[src/pcto_map.vh]
/*
  register map of the pci configuration header mirror and initiator timeout block:
  byte offsets, field positions, reset values and timing figures.
  assumes inclusion by bare name from the design files of this block.
*/
`ifndef PCTO_MAP_VH
`define PCTO_MAP_VH

`define PCTO_OFF_IO_BASE 16'hd024
`define PCTO_OFF_SUBSYS 16'hd02c
`define PCTO_OFF_CAP_PTR 16'hd034
`define PCTO_OFF_CFG2 16'hd03c
`define PCTO_OFF_TO_LIMITS 16'hd040
`define PCTO_OFF_TO_STATUS 16'hd080
`define PCTO_OFF_TO_MASK 16'hd084

`define PCTO_IO_BASE_HI 31
`define PCTO_IO_BASE_LO 8
`define PCTO_IO_WINDOW_BITS 8
`define PCTO_CAP_OFFSET 8'hdc
`define PCTO_MAXLAT_RST 8'h0a
`define PCTO_MINGNT_RST 8'h02
`define PCTO_INTPIN_RST 8'h01
`define PCTO_INTLINE_RST 8'h00
`define PCTO_RETRY_RST 8'h80
`define PCTO_TRDY_RST 8'h80
`define PCTO_SUBSYS_RST 16'h0000

`define PCTO_ST_TRDY_BIT 1
`define PCTO_ST_RETRY_BIT 0

`define PCTO_LAT_UNIT_NS 250

`endif

[src/pcto_limit_cnt.v]
/*
  saturating event counter compared against a programmable limit.
  a limit of zero disables detection; over_o pulses once when the count passes the limit.
  assumes inc_i is a one-cycle pulse on the core clock; clr_i may also be a held level.
*/
`timescale 1ns/1ps
module pcto_limit_cnt
#(
  parameter W = 8
)
(
  input wire core_clk, // core clock
  input wire rst_n, // synchronous reset, active low
  input wire clr_i, // restart counting
  input wire inc_i, // one counted event
  input wire [W-1:0] limit_i, // limit, zero disables
  output reg over_o // pulse when count exceeds limit
);

reg [W:0] cnt_r;
reg [W:0] cnt_nxt;
reg fired_r;

always @*
begin
  cnt_nxt = cnt_r;
  if (clr_i)
    cnt_nxt = {(W+1){1'b0}};
  else if (inc_i && !cnt_r[W])
    cnt_nxt = cnt_r + {{W{1'b0}}, 1'b1};
end

always @(posedge core_clk)
begin
  if (!rst_n)
  begin
    cnt_r <= {(W+1){1'b0}};
    fired_r <= 1'b0;
    over_o <= 1'b0;
  end
  else
  begin
    cnt_r <= cnt_nxt;
    // one report per transaction; the count saturates instead of wrapping
    over_o <= 1'b0;
    if (clr_i)
      fired_r <= 1'b0;
    else if (!fired_r && (limit_i != {W{1'b0}}) && (cnt_nxt > {1'b0, limit_i}))
    begin
      over_o <= 1'b1;
      fired_r <= 1'b1;
    end
  end
end

endmodule

[src/pcto_regs.v]
/*
  configuration header mirror and initiator timeout registers on a classic
  wishbone slave, with sticky timeout flags, mask and one level interrupt.
  assumes the pci clock and initiator status lines come from another domain and
  are sampled here; eeprom load values arrive on the core clock with a strobe.
*/
// Register access over Wishbone is this design's own decision.
// Summary of operation
// endpoint-only mode blocks all local register access
// io base bits 31:8 writable, 256-byte window
// io base bit 0 always reads one
// subsystem ids read-only, eeprom loadable
// capability pointer reads constant dc
// max latency resets 0a, eeprom loadable
// min grant resets 02, eeprom loadable
// interrupt pin resets 01, eeprom loadable
// interrupt line plain read/write, no effect
// too many retries ends transaction with error
// software normally sets retry limit zero
// target-ready wait over limit flags timeout
// software normally sets target-ready limit zero
// sticky timeout flags, write one clears
// per-flag enable gates interrupt output
// reserved bits read zero, writes ignored
`timescale 1ns/1ps
`include "pcto_map.vh"
module pcto_regs
(
  input wire core_clk, // core clock, 50 MHz
  input wire rst_n, // synchronous reset, active low
  input wire [15:0] wb_adr_i, // wishbone byte address
  input wire [31:0] wb_dat_i, // wishbone write data
  output reg [31:0] wb_dat_o, // wishbone read data
  input wire [3:0] wb_sel_i, // wishbone byte lanes
  input wire wb_we_i, // wishbone write
  input wire wb_cyc_i, // wishbone cycle
  input wire wb_stb_i, // wishbone strobe
  output reg wb_ack_o, // wishbone acknowledge
  output reg wb_err_o, // wishbone error (unmapped or blocked)
  input wire endpoint_only_mode, // endpoint-only mode strap level
  input wire eeprom_load_stb, // one-cycle eeprom load strobe
  input wire [15:0] eeprom_subsys_ident, // loaded subsystem id
  input wire [15:0] eeprom_subsys_vendor_ident, // loaded subsystem vendor id
  input wire [7:0] eeprom_max_latency, // loaded max latency
  input wire [7:0] eeprom_min_grant, // loaded min grant
  input wire [7:0] eeprom_interrupt_pin, // loaded interrupt pin
  input wire pci_clk, // pci clock, sampled
  input wire init_busy, // initiator data phase waiting on target ready
  input wire init_trdy, // target ready seen
  input wire init_retry, // retry termination seen
  input wire init_start, // new initiator transaction
  input wire [31:0] pci_io_addr, // pci i/o address to decode
  output reg io_window_hit, // address inside the i/o window
  output reg retry_timeout_err, // pulse: end transaction with error
  output reg trdy_timeout_err, // pulse: target-ready wait exceeded
  output wire [7:0] max_latency_field, // to arbiter request logic
  output wire [7:0] min_grant_field, // to latency timer logic
  output wire [7:0] interrupt_pin_select, // to configuration space
  output wire irq // level interrupt
);

////////////////////////////////////////////////////////////////////////////////
// register state

reg [23:0] io_base_r;
reg [15:0] subsys_ident_r;
reg [15:0] subsys_vendor_ident_r;
reg [7:0] max_latency_r;
reg [7:0] min_grant_r;
reg [7:0] interrupt_pin_r;
reg [7:0] interrupt_line_byte_r;
reg [7:0] retry_limit_r;
reg [7:0] target_ready_wait_limit_r;
reg target_ready_timeout_flag_r;
reg retry_timeout_flag_r;
reg target_ready_timeout_irq_en_r;
reg retry_timeout_irq_en_r;

assign max_latency_field = max_latency_r;
assign min_grant_field = min_grant_r;
assign interrupt_pin_select = interrupt_pin_r;

////////////////////////////////////////////////////////////////////////////////
// synchronisers for signals from the pci domain

wire pci_clk_s;
wire busy_s;
wire trdy_s;
wire retry_s;
wire start_s;
reg pci_clk_d_r;

// all five lines share one latency, so their relative timing is kept
pcto_sync u_sync_clk
(
  .core_clk(core_clk),
  .rst_n(rst_n),
  .d_in(pci_clk),
  .q_out(pci_clk_s)
);

pcto_sync u_sync_busy
(
  .core_clk(core_clk),
  .rst_n(rst_n),
  .d_in(init_busy),
  .q_out(busy_s)
);

pcto_sync u_sync_trdy
(
  .core_clk(core_clk),
  .rst_n(rst_n),
  .d_in(init_trdy),
  .q_out(trdy_s)
);

pcto_sync u_sync_retry
(
  .core_clk(core_clk),
  .rst_n(rst_n),
  .d_in(init_retry),
  .q_out(retry_s)
);

pcto_sync u_sync_start
(
  .core_clk(core_clk),
  .rst_n(rst_n),
  .d_in(init_start),
  .q_out(start_s)
);

// edge detectors reset low, the idle level of each line, so reset gives no false edge
reg retry_d_r;
reg start_d_r;
wire pci_edge = pci_clk_s & ~pci_clk_d_r;
wire retry_pulse = retry_s & ~retry_d_r;
wire start_pulse = start_s & ~start_d_r;

always @(posedge core_clk)
begin
  if (!rst_n)
  begin
    pci_clk_d_r <= 1'b0;
    retry_d_r <= 1'b0;
    start_d_r <= 1'b0;
  end
  else
  begin
    pci_clk_d_r <= pci_clk_s;
    retry_d_r <= retry_s;
    start_d_r <= start_s;
  end
end

////////////////////////////////////////////////////////////////////////////////
// timeout counters

wire retry_over;
wire trdy_over;

// retries are counted across one transaction; a new start restarts them
pcto_limit_cnt #(.W(8)) u_retry_cnt
(
  .core_clk(core_clk),
  .rst_n(rst_n),
  .clr_i(start_pulse),
  .inc_i(retry_pulse),
  .limit_i(retry_limit_r),
  .over_o(retry_over)
);

// wait is measured in rising pci clock edges while no target ready has appeared
pcto_limit_cnt #(.W(8)) u_trdy_cnt
(
  .core_clk(core_clk),
  .rst_n(rst_n),
  .clr_i(start_pulse | trdy_s | ~busy_s),
  .inc_i(pci_edge & busy_s),
  .limit_i(target_ready_wait_limit_r),
  .over_o(trdy_over)
);

always @(posedge core_clk)
begin
  if (!rst_n)
  begin
    retry_timeout_err <= 1'b0;
    trdy_timeout_err <= 1'b0;
    io_window_hit <= 1'b0;
  end
  else
  begin
    retry_timeout_err <= retry_over;
    trdy_timeout_err <= trdy_over;
    // window size is fixed; only the upper bits are compared
    io_window_hit <= (pci_io_addr[`PCTO_IO_BASE_HI:`PCTO_IO_BASE_LO] == io_base_r);
  end
end

////////////////////////////////////////////////////////////////////////////////
// wishbone decode

wire req = wb_cyc_i & wb_stb_i & ~wb_ack_o & ~wb_err_o;
reg hit;
reg [31:0] rd_val;

always @*
begin
  hit = 1'b1;
  rd_val = 32'h00000000;
  case (wb_adr_i)
    `PCTO_OFF_IO_BASE: rd_val = {io_base_r, 7'h00, 1'b1};
    `PCTO_OFF_SUBSYS: rd_val = {subsys_ident_r, subsys_vendor_ident_r};
    `PCTO_OFF_CAP_PTR: rd_val = {24'h000000, `PCTO_CAP_OFFSET};
    `PCTO_OFF_CFG2: rd_val = {max_latency_r, min_grant_r, interrupt_pin_r,
      interrupt_line_byte_r};
    `PCTO_OFF_TO_LIMITS: rd_val = {16'h0000, retry_limit_r, target_ready_wait_limit_r};
    `PCTO_OFF_TO_STATUS: rd_val = {30'h00000000, target_ready_timeout_flag_r,
      retry_timeout_flag_r};
    `PCTO_OFF_TO_MASK: rd_val = {30'h00000000, target_ready_timeout_irq_en_r,
      retry_timeout_irq_en_r};
    default: hit = 1'b0;
  endcase
end

// endpoint-only mode answers every access with an error and changes nothing
wire blocked = endpoint_only_mode;
wire wr = req & wb_we_i & hit & ~blocked;
wire st_clr_trdy = wr && wb_adr_i == `PCTO_OFF_TO_STATUS && wb_sel_i[0]
  && wb_dat_i[`PCTO_ST_TRDY_BIT];
wire st_clr_retry = wr && wb_adr_i == `PCTO_OFF_TO_STATUS && wb_sel_i[0]
  && wb_dat_i[`PCTO_ST_RETRY_BIT];

always @(posedge core_clk)
begin
  if (!rst_n)
  begin
    wb_ack_o <= 1'b0;
    wb_err_o <= 1'b0;
    wb_dat_o <= 32'h00000000;
  end
  else
  begin
    wb_ack_o <= req & hit & ~blocked;
    wb_err_o <= req & (~hit | blocked);
    wb_dat_o <= (req & hit & ~blocked & ~wb_we_i) ? rd_val : 32'h00000000;
  end
end

////////////////////////////////////////////////////////////////////////////////
// register writes, eeprom loads and sticky flags

always @(posedge core_clk)
begin
  if (!rst_n)
  begin
    io_base_r <= 24'h000000;
    subsys_ident_r <= `PCTO_SUBSYS_RST;
    subsys_vendor_ident_r <= `PCTO_SUBSYS_RST;
    max_latency_r <= `PCTO_MAXLAT_RST;
    min_grant_r <= `PCTO_MINGNT_RST;
    interrupt_pin_r <= `PCTO_INTPIN_RST;
    interrupt_line_byte_r <= `PCTO_INTLINE_RST;
    retry_limit_r <= `PCTO_RETRY_RST;
    target_ready_wait_limit_r <= `PCTO_TRDY_RST;
    target_ready_timeout_flag_r <= 1'b0;
    retry_timeout_flag_r <= 1'b0;
    target_ready_timeout_irq_en_r <= 1'b0;
    retry_timeout_irq_en_r <= 1'b0;
  end
  else
  begin
    if (eeprom_load_stb)
    begin
      subsys_ident_r <= eeprom_subsys_ident;
      subsys_vendor_ident_r <= eeprom_subsys_vendor_ident;
      max_latency_r <= eeprom_max_latency;
      min_grant_r <= eeprom_min_grant;
      interrupt_pin_r <= eeprom_interrupt_pin;
    end
    if (wr && wb_adr_i == `PCTO_OFF_IO_BASE)
    begin
      if (wb_sel_i[1])
      begin
        io_base_r[7:0] <= wb_dat_i[15:8];
      end
      if (wb_sel_i[2])
      begin
        io_base_r[15:8] <= wb_dat_i[23:16];
      end
      if (wb_sel_i[3])
      begin
        io_base_r[23:16] <= wb_dat_i[31:24];
      end
    end
    // interrupt line is storage only; nothing in the block reads it
    if (wr && wb_adr_i == `PCTO_OFF_CFG2 && wb_sel_i[0])
    begin
      interrupt_line_byte_r <= wb_dat_i[7:0];
    end
    // a zero limit switches detection off; both reset to 80 and software normally sets both to zero
    if (wr && wb_adr_i == `PCTO_OFF_TO_LIMITS)
    begin
      if (wb_sel_i[0])
      begin
        target_ready_wait_limit_r <= wb_dat_i[7:0];
      end
      if (wb_sel_i[1])
      begin
        retry_limit_r <= wb_dat_i[15:8];
      end
    end
    if (wr && wb_adr_i == `PCTO_OFF_TO_MASK && wb_sel_i[0])
    begin
      target_ready_timeout_irq_en_r <= wb_dat_i[`PCTO_ST_TRDY_BIT];
      retry_timeout_irq_en_r <= wb_dat_i[`PCTO_ST_RETRY_BIT];
    end
    // a detection in the clearing cycle wins over the clear
    if (trdy_over)
    begin
      target_ready_timeout_flag_r <= 1'b1;
    end
    else if (st_clr_trdy)
    begin
      target_ready_timeout_flag_r <= 1'b0;
    end
    if (retry_over)
    begin
      retry_timeout_flag_r <= 1'b1;
    end
    else if (st_clr_retry)
    begin
      retry_timeout_flag_r <= 1'b0;
    end
  end
end

assign irq = (target_ready_timeout_flag_r & target_ready_timeout_irq_en_r) |
  (retry_timeout_flag_r & retry_timeout_irq_en_r);

endmodule

[src/pcto_sync.v]
/*
  two flip-flop synchroniser for one level from outside the core clock domain.
  assumes a free-running core clock; first stage is read only by the second.
*/
`timescale 1ns/1ps
module pcto_sync
(
  input wire core_clk, // core clock
  input wire rst_n, // synchronous reset, active low
  input wire d_in, // asynchronous level
  output wire q_out // synchronised level
);

reg meta_r;
reg sync_r;

always @(posedge core_clk)
begin
  if (!rst_n)
  begin
    meta_r <= 1'b0;
    sync_r <= 1'b0;
  end
  else
  begin
    meta_r <= d_in;
    sync_r <= meta_r;
  end
end

assign q_out = sync_r;

endmodule
[config.mk]
export PLATFORM = sky130hd
export DESIGN_NAME = pcto_regs
export DESIGN_NICKNAME = d
export VERILOG_FILES = /design/src/pcto_limit_cnt.v /design/src/pcto_regs.v /design/src/pcto_sync.v
export VERILOG_INCLUDE_DIRS = /design/src
export SDC_FILE = /design/constraint.sdc
export NUM_CORES = 1
export LEC_CHECK = 0
export ABC_AREA = 1
export BUFFER_PORTS_ARGS = -buffer_cell sky130_fd_sc_hd__buf_2
export CAP_MARGIN = 10
export CELL_PAD_IN_SITES_DETAIL_PLACEMENT = 2
export CELL_PAD_IN_SITES_GLOBAL_PLACEMENT = 2
export CORE_ASPECT_RATIO = 1.75
export CORE_MARGIN = 1
export CORE_UTILIZATION = 26
export CTS_CLUSTER_DIAMETER = 120
export DETAILED_ROUTE_END_ITERATION = 8
export PLACE_DENSITY_LB_ADDON = 0.1
export SLEW_MARGIN = 10
export SYNTH_ARGS = -nofsm -noshare
export SYNTH_HDL_FRONTEND = slang
export SYNTH_SLANG_ARGS = --single-unit
export TNS_END_PERCENT = 10
[constraint.sdc]
create_clock -name core_clk -period 2.65 [get_ports core_clk]
set_clock_uncertainty 0.15 [all_clocks]
set_input_delay 0.265 -clock core_clk [delete_from_list [all_inputs] [get_ports core_clk]]
set_output_delay 0.265 -clock core_clk [all_outputs]
set_load 0.05 [all_outputs]
### After elaboration in Yosys (flattened, before gate mapping)

Cells that the tools add are included.
Widths: inputs -> output; s select.

| storage, ports and cells | value |
|---|---|
| bits of input ports | 152 |
| bits in registers | 180 |
| output and inout port bits | 62 |
| logic and storage cells | 127 |

| cells by class | value |
|---|---|
| bitwise operators | 30 |
| add/subtract/negate cells | 2 |
| mux-type cells | 12 |
| reductions and logical operators | 33 |
| equal/unequal tests | 8 |
| magnitude comparators | 2 |

Operators with widths:

| operator | number |
|---|---|
| $pmux 32 s7 | 1 |
| $eq 16x16->1 const B | 7 |
| $mux 9 | 4 |
| $eq 24x24->1 | 1 |
| $add 9x1->9 const B | 2 |
| $gt 9x8->1 | 2 |
| $and 1x1->1 | 16 |
| $logic_and 1x1->1 | 16 |
| $reduce_bool 8->1 | 2 |
| $reduce_and 2->1 | 6 |
| $not 1->1 | 10 |
| $mux 1 | 7 |
| $reduce_or 7->1 | 1 |
| $logic_not 1->1 | 4 |
| $or 1x1->1 | 4 |
| $reduce_bool 2->1 | 2 |
| $reduce_or 2->1 | 2 |

### Longest topological paths before layout

Gate-level depths: netlist (run 1).

| logic depth | value |
|---|---|
| word-level depth | 11 |
| gate-level depth with buffers | 18 |
| mapped depth without buffers | 18 |

### Modules after synthesis

From an unflattened synthesis (run 1), not the netlist that was laid out.

| second synthesis, totals | value |
|---|---|
| cell total of the unflattened synthesis | 1116 |
| area total of the unflattened synthesis | 8055.2 um2 |

By module, submodules not included:

| module | times used | area each (um2) | cells an instance |
|---|---|---|---|
| pcto_regs | 1 | 6263.5 | 866 |
| pcto_limit_cnt | 2 | 758.2 | 110 |
| pcto_sync | 5 | 55.1 | 6 |

### Least setup slack after synthesis (run 1)

Ideal clock, no wire load.

| path | value |
|---|---|
| path kind | reg2reg |
| from | register u_sync_clk.sync_r, in the netlist u_sync_clk.q_out |
| to | register u_trdy_cnt.fired_r |
| library setup time | 0.058 ns |
| arrival time | 2.453 ns |
| stages on the path, launching flop included | 18 |
| data required time | 2.442 ns |
| setup slack | -0.011 ns |
| path buffers | 0 |
| clock period less this slack | 2.661 ns |
| path through | dfxtp_1 > inv_1 > nor4_1 > nand3_1 > nor3_1 > xor2_1 > nor2_1 > ha_1 > nand2_1 > inv_1 > nand3_1 > o311ai_0 > nand2_1 > nand2_1 > nand2_1 > nand2_1 > nand2_1 > nand2_1 |

| between the ends | value |
|---|---|
| cells in the longest elaborated chain, start to end | 7 |

Ends and longest elaborated chain:

| item | line | RTL |
|---|---|---|
| from (decl) | pcto_sync.v:15 | `reg sync_r;` |
| from (signal assigned) | pcto_sync.v:27 | `sync_r <= meta_r;` |
| $and 1x1->1 | pcto_regs.v:137 | `wire pci_edge = pci_clk_s & ~pci_clk_d_r;` |
| $and 1x1->1 | pcto_regs.v:180 | `.inc_i(pci_edge & busy_s),` |
| $logic_and 1x1->1 | pcto_limit_cnt.v:29 | `else if (inc_i && !cnt_r[W])` |
| $mux 9 | pcto_limit_cnt.v:29 |  |
| $mux 9 | pcto_limit_cnt.v:27 | `if (clr_i)` |
| named net u_trdy_cnt.cnt_nxt[6] | pcto_limit_cnt.v:21 | `reg [W:0] cnt_nxt;` |
| $gt 9x8->1 | pcto_limit_cnt.v:48 | `else if (!fired_r && (limit_i != {W{1'b0}}) && (cnt_nxt > {1'b0, limit_i}))` |
| $logic_and 1x1->1 | pcto_limit_cnt.v:48 |  |
| to (signal assigned) | pcto_limit_cnt.v:38 | `fired_r <= 1'b0;` |
| to (signal assigned) | pcto_limit_cnt.v:47 | `fired_r <= 1'b0;` |
| to (signal assigned) | pcto_limit_cnt.v:51 | `fired_r <= 1'b1;` |
| to (decl) | pcto_limit_cnt.v:22 | `reg fired_r;` |

The timed path passes the listed nets, and every way through them passes these cells.
A chain may end at the register's enable or synchronous reset.

### Worst setup path in the final report (run 1)

Same ends and word-level chain as after synthesis.

==> qor.yml, run 1 <==
clock_network:
  cts_sinks: 180
  cts_tree: "done"
  cts.clk_slew.worst_paths_ps: 70
  clockRootBuffer: "clkbuf_16"
  cts_made_buffers: 17
  htreeDepth: 4
  clockBufferDepth: 2
  clk_latency_ps: 460
job:
  drv_cap: 0
global_routing:
  grt_pass1_wl_um: 51300
  grt_max_degree: 65
  grt_antenna_before_repair: 1
  grt_overflow_total: 0
  grt_pass1_vias: 9494
  grtUsageTotal_pct: 22.1
timing:
  fin_setup_tns_ps: -110
  fin_crit_ps: 2710
  hold_ws_ps: 28.6
  period_share_pct: 102
  drv_slew: 0
  setup_viol: 2
  rsz0062_at_grt: "true"
  worst_pin_slew_ps: 680
  relSlewSlack_pct: 54.7
  finalHoldViolCount: 0
  setup_slack_ps: -63.5
  fmax_ghz: 0.369
synthesis:
  ys_ff_latch: 180
  syn_area_per_cell_um2: 7.20
  synth-simple-area-share_pct: 26.9
  ys.flop_type: "dfxtp_1"
  ys_types: 40
  synth_top_family_by_area: "simple AND/OR/NAND/NOR gates"
  async_flop_share_pct: 0
  synth-xor-area-share_pct: 1.67
  yosysSeqAreaShare_pct: 45.8
  synth_adder_area_share_pct: 2.86
  synth.area.top_cells: "dfxtp_1 (46%), nand2_1 (12%), nor2_1 (10%), inv_1 (5.5%), o21ai_0 (4.9%)"
  synth_compound_area_share_pct: 14.9
  syn_nets: 1262
  synth.top_cell.area_share_pct: 45.8
  synthMuxAreaShare_pct: 0
  yosys.area.top_type: "dfxtp_1"
  synth-edff-count: 0
  netlist_instances: 1092
  yosysWarnings: 0
  netlist_area_um2: 7860
route:
  via_count: 8496
  drt-total-wl_um: 33000
  drtPass1Iterations: 6
  viasPerCell: 4.70
  dr.first_iter.drc_count: 215
  routedWlPerCell_um: 18.3
  postRouteAntennaNets: 0
  drc_errors: 0
run_status:
  failed_checks: "setup timing"
  status: "finished, violations left"
placed_design:
  gp_congestion: 0.823
  dp.cells: 1677
  numPortBuffers: 205
  place_hpwl_um: 24600
floorplan:
  start_util_pct: 26.7
  io_pins: 214
  die_h_um: 232
  rows: 83
  die_w_um: 133
  fp.coreArea_um2: 29500
  floorplan.die_area_um2: 31000
cells_and_area:
  num-nets-final: 1581
  multiInputGateArea_um2: 3700
  num-fill-cells: 3505
  finalNonFillerCells: 1807
  area_growth_syn_to_layout_pct: 41.6
  drive_gt1_share_pct: 22.5
  ff_latch_area_um2: 3610
setup_path:
  critPathMaxFanout: 3
  r2r_end: "u_trdy_cnt.fired_r"
  critical_path_class: "register to register"
  r2r_cells: 18
  crit_arrival_ps: 2910
  worstPathRequired_ps: 2850
  ff2ff_setup_slack_ps: -60
  crit_path_end_kind: "register"
  worstReg2RegStart: "u_sync_clk.q_out"
  crit_path_start_kind: "register"
pwr:
  pwr-share-comb_pct: 9.7
  ir_drop_uv: 460
  switching_share_pct: 25.8
  power_frac_clock_pct: 44.1
  internal_power_w: 0.00452
  p_per_area_nw_per_um2: 547
  switching_power_w: 0.00157
  seq_power_share_pct: 46.3
  p_leak_nw: 4.93
worst_hold_path:
  holdPathStages: 4
  min_from: "wb_sel_i[2]"
  hp-class: "primary input to register"
  min_delay_worst_endpoint: "io_base_r[12]"
==> worst max-delay path by stage <==
stage | cells after the start | to | start | slack, ps
after floorplan | 17 | u_trdy_cnt.fired_r | u_sync_clk.q_out | 140
after global placement | 17 | u_trdy_cnt.fired_r | u_sync_clk.q_out | -50
after detailed placement | 17 | u_trdy_cnt.fired_r | u_sync_clk.q_out | -130
after CTS | 17 | u_trdy_cnt.fired_r | u_trdy_cnt.cnt_r[8] | -40
after global routing | 18 | u_trdy_cnt.fired_r | u_sync_clk.q_out | -230
final | 18 | u_trdy_cnt.fired_r | u_sync_clk.q_out | -60
==> critical path, stage by stage (launching register included) <==
cell      delay, ps
dfxtp_2         330
inv_2            50
nor4_4          280
nand3_1         210
nor2_1          170
xor2_1          170
inv_1            80
nor2_2          100
ha_1            270
a21oi_2         190
o21ai_2          70
nand2_1          80
o311ai_2         90
nand2_1          80
nand2_1          50
nand2_1          60
nand2_1          60
nand2_2          70
nand2_1          50
==> power groups by stage <==
stage / combinational [W] / clock [W] / sequential [W]
3_3_place_gp: 0.000470 / 0 / 0.00288
6_report: 0.000589 / 0.00269 / 0.00282
2_1_floorplan: 0.000164 / 0 / 0.00296
3_5_place_dp: 0.000478 / 0 / 0.00288
5_1_grt: 0.000645 / 0.00285 / 0.00283
4_1_cts: 0.000591 / 0.00277 / 0.00282
==> area by class of cell <==
type | instances | area share (%)
clock buffers | 18 | 3.85
multi-input cells | 751 | 33.3
clock inverters | 14 | 1.56
well taps | 382 | 4.29
inverters | 120 | 4.05
diodes | 1 | 0.0225
flip-flops and latches | 180 | 32.4
repair buffers | 341 | 20.6
==> state kept, by name, summed over array words and instances (netlist names), 8 cells and up <==
register                   flops
subsys_ident_r                16
wb_dat_o                      32
u_retry_cnt.cnt_r              9
retry_limit_r                  8
subsys_vendor_ident_r         16
max_latency_field              8
interrupt_line_byte_r          8
target_ready_wait_limit_r      8
u_trdy_cnt.cnt_r               9
interrupt_pin_select           8
io_base_r                     24
min_grant_field                8
==> stage by stage <==
step / utilization (%) / worst slack, ps / total power, W / instance area (um^2)
after floorplan: - / 138 / 0.00312 / 7870
after global placement: 32.2 / -52.1 / 0.00335 / 9510
after detailed placement: 32.2 / -127 / 0.00336 / 9510
after CTS: 37.7 / -42.1 / 0.00618 / 11100
after global routing: 37.8 / -230 / 0.00632 / 11100
final: 37.8 / -63.5 / 0.00610 / 11100
==> logic make-up (layout without fill, tap and decap cells) <==
logic type	after synthesis	after routing
simple gates	520	520
buf+inv	161	493
xor+xnor	15	15
fa+ha+maj	18	18
flops	180	180
other cells	0	1
compound gates	198	198
==> synth_stat cells, types with 7 or more instances <==
cell,count
nand2_1,242
nor2_1,214
dfxtp_1,180
inv_1,115
o21ai_0,77
a21oi_1,39
clkbuf_1,32
a31oi_1,29
o21bai_1,24
ha_1,18
nand3_1,18
nor3_1,11
nor4_1,10
xor2_1,10
o22ai_1,9
nand2_2,7
nand4_1,7
==> cell usage in the layout, fill, tap and decap left out, drive strengths merged <==
cell type / netlist / final
nand3: 18 / 18
a311oi: 1 / 1
ha: 18 / 18
xnor2: 5 / 5
nand2: 250 / 250
a221oi: 4 / 4
inv: 118 / 123
xor2: 10 / 10
o2bb2ai: 1 / 1
o2111ai: 1 / 1
a31oi: 29 / 29
buf: 9 / 248
clkinv: 2 / 7
o21bai: 24 / 24
a21oi: 39 / 39
a211oi: 4 / 4
o22ai: 9 / 9
clkinvlp: 0 / 1
diode: 0 / 1
bufinv: 0 / 3
a22o: 6 / 6
dfxtp: 180 / 180
a2111oi: 1 / 1
nand4: 9 / 9
nor3: 12 / 12
a31o: 1 / 1
or2: 3 / 3
nor4: 10 / 10
o21ai: 77 / 77
nor2: 217 / 217
o311ai: 1 / 1
dlygate4sd3: 0 / 93
clkbuf: 32 / 18
or3: 1 / 1
==> metal layers <==
metal | GRT usage [%] | share of wire (%)
met1 | 20.4 | 35
met2 | 45.2 | 58
met3 | 4.19 | 3.5
met4 | 10.0 | 3.1
met5 | 0 | 0
==> repair_timing <==
| item | in CTS | in global routing |
|---|---|---|
| pin swaps | 7 | 6 |
| buffers inserted | 4 | 0 |
| resized for setup | 10 | 13 |
| endpoints found under the hold margin | 111 | 0 |
| hold buffers | 93 | 0 |
| setup endpoints to repair | 2 | 4 |
| gates cloned | 0 | 0 |
(Power assumes the default switching activity.)
==> inputs of run 2 (changes only) <==
==> constraint.sdc (replaced) <==
create_clock -name core_clk -period 2.65 [get_ports core_clk]
set_clock_uncertainty 0.15 [all_clocks]
set_input_delay 0.795 -clock core_clk [delete_from_list [all_inputs] [get_ports core_clk]]
set_output_delay 0.795 -clock core_clk [all_outputs]
set_load 0.05 [all_outputs]
==> qor.yml, run 2 (synthesis gave the netlist of run 1 again) <==
route:
  drc_errors: 0  # unchanged
  via_count: 8125  # -4.4%
  dr.first_iter.drc_count: 206  # -4.2%
  drtPass1Iterations: 4  # -2
  postRouteAntennaNets: 0  # unchanged
  routedWlPerCell_um: 18.2  # -0.52%
  drt-total-wl_um: 31600  # -4.1%
  viasPerCell: 4.66  # -0.80%
pwr:
  p_per_area_nw_per_um2: 586  # +7.1%
  p_leak_nw: 4.68  # -5.0%
  ir_drop_uv: 477  # +3.6%
  p_total_w: 0.00615  # +0.96%
cells_and_area:
  final_cell_mix: "nand2_1 (239), nor2_1 (211), buf_2 (205)"
  drive_gt1_share_pct: 25.6  # +3.1 points
  area_growth_syn_to_layout_pct: 33.5
  largest_reg_flops: 32  # unchanged
  final_cell_area_um2: 10500  # -5.7%
  layout_commonest_cell: "nand2_1"
  final_util_pct: 35.6  # -2.2 points
  num-nets-final: 1513  # -4.3%
  regMostFlops: "wb_dat_o"
  reg.largest.list: "wb_dat_o x32, io_base_r x24"
setup_path:
  critical_path_class: "register to register"
  worstPathRequired_ps: 2860  # about the same
  crit_path_end_kind: "register"
  r2r_cells: 19  # +1
  crit_path_start_kind: "register"
  crit_slowest_cell: "dfxtp_2"
  crit_arrival_ps: 2890  # -20 ps
  worstReg2RegStart: "u_sync_clk.q_out"
  worstPathCellList: "inv_2, nor4_4, buf_4, nand4_1, nor2_2, nand3_1, nand2_2, buf_4, buf_4, buf_4, buf_4, buf_4, buf_4, buf_4, buf_4, buf_4, buf_4, buf_4, a211oi_1"
  crit_path_frequent_cell: "buf_4"
  critPathMaxFanout: 2  # -1
  ff2ff_setup_slack_ps: -30  # +40 ps
  max_stage_delay_ps: 330  # about the same
  r2r_end: "u_trdy_cnt.cnt_r[5]"
timing:
  worst_pin_slew_ps: 596  # -84.1 ps
  period_share_pct: 101  # -1.4 points
  rsz0062_at_grt: "true"
  setup_slack_ps: -27.0  # +36.5 ps
  drv_slew: 0  # unchanged
  relSlewSlack_pct: 59.8  # +5.2 points
  finalHoldViolCount: 0  # unchanged
  fmax_ghz: 0.374  # +1.4%
  fin_crit_ps: 2680  # -36.5 ps
  setup_viol: 1  # -1
  hold_ws_ps: 276  # +247 ps
run_status:
  failed_checks: "setup timing"
  status: "finished, violations left"
floorplan:
  rows: 83  # unchanged
  fp.coreArea_um2: 29500  # unchanged
  floorplan.die_area_um2: 31000  # unchanged
  die_w_um: 133  # unchanged
  die_h_um: 232  # unchanged
  io_pins: 214  # unchanged
  start_util_pct: 26.7  # unchanged
clock_network:
  cts_sinks: 180  # unchanged
  htreeDepth: 4  # unchanged
  hold_buffers: 0  # -100%
  clockBufferDepth: 2  # unchanged
  clockRootBuffer: "clkbuf_16"
  cts.clk_slew.worst_paths_ps: 70  # about the same
  clk_latency_ps: 460  # about the same
  cts_made_buffers: 17  # unchanged
  cts_tree: "done"
global_routing:
  use_met2_pct: 42.8  # -2.4 points
  grt_max_degree: 57  # -12%
  grt_overflow_total: 0  # unchanged
  grt.busiest_layer: "met2"
  use_met1_pct: 19.4  # -1.0 points
  grt_antenna_before_repair: 8  # +7
  grt_pass1_vias: 9077  # -4.4%
  grt_pass1_wl_um: 48500  # -5.5%
  grt_use_met3_pct: 5.70  # +1.5 points
  grtUsageTotal_pct: 21.1  # -1.0 points
placed_design:
  numPortBuffers: 205  # unchanged
  gp_congestion: 0.801  # -2.6%
  placed_cell_area_um2: 9680  # +1.7%
  place_hpwl_um: 24700  # +0.25%
worst_hold_path:
  min_from: "u_sync_busy.meta_r"
  hp-class: "register to register"
  min_delay_worst_endpoint: "u_sync_busy.q_out"
  holdPathStages: 2  # -2
job:
  drv_cap: 0  # unchanged
## run 2: report_power, final
part           leakage [nW]  switching, W  internal, W
clock                 0.310       0.00116      0.00169
combinational          2.91      0.000312     0.000173
sequential             1.47     0.0000442      0.00277
total                  4.68       0.00152      0.00463
## run 2: layout make-up
cell class | instances | area (um^2)
multi-input cells | 751 | 3710
well taps | 382 | 478
flip-flops and latches | 180 | 3610
inverters | 120 | 450
diodes | 4 | 10.0
fillers | 3558 | 19000
repair buffers | 273 | 1590
clock buffers | 22 | 484
clock inverters | 10 | 169
## run 2: worst max path at each step
stage | from | slack, ps | end
after detailed placement | u_sync_clk.q_out | -190 | u_trdy_cnt.fired_r
after floorplan | u_sync_clk.q_out | 140 | u_trdy_cnt.fired_r
after global placement | wb_adr_i[11] | -100 | wb_dat_o[15]
after CTS | u_trdy_cnt.cnt_r[8] | -20 | u_trdy_cnt.fired_r
final | u_sync_clk.q_out | -30 | u_trdy_cnt.cnt_r[5]
after global routing | u_sync_clk.q_out | -190 | u_trdy_cnt.fired_r
## run 2: through the flow
stage | setup WS [ps] | instances | setup TNS [ps]
floorplan | 138 | 1092 | 0
global placement | -100 | 1694 | -2970
detailed placement | -194 | 1694 | -5580
CTS | -22.4 | 1737 | -25.4
global route | -190 | 1741 | -716
finish | -27.0 | 1742 | -27.0
## run 2: routing by layer
metal / routed length, um / share of wire, %
met1: 11200 / 35
met2: 18200 / 58
met3: 1470 / 4.6
met4: 730 / 2.3
met5: 27 / 0.085
## run 2: worst max-delay path, delay by kind of cell (launching register included)
kind | cells | cell delay [ps]
simple gates | 5 | 380
compound gates | 1 | 170
flops | 1 | 330
buf+inv | 13 | 1540
## run 2: what timing repair did
action | CTS | global route
pin swaps | 8 | 13
endpoints found under the setup margin | 4 | 5
gates resized for setup | 11 | 16
endpoints found under the hold margin | 0 | 0
buffers inserted | 11 | 1
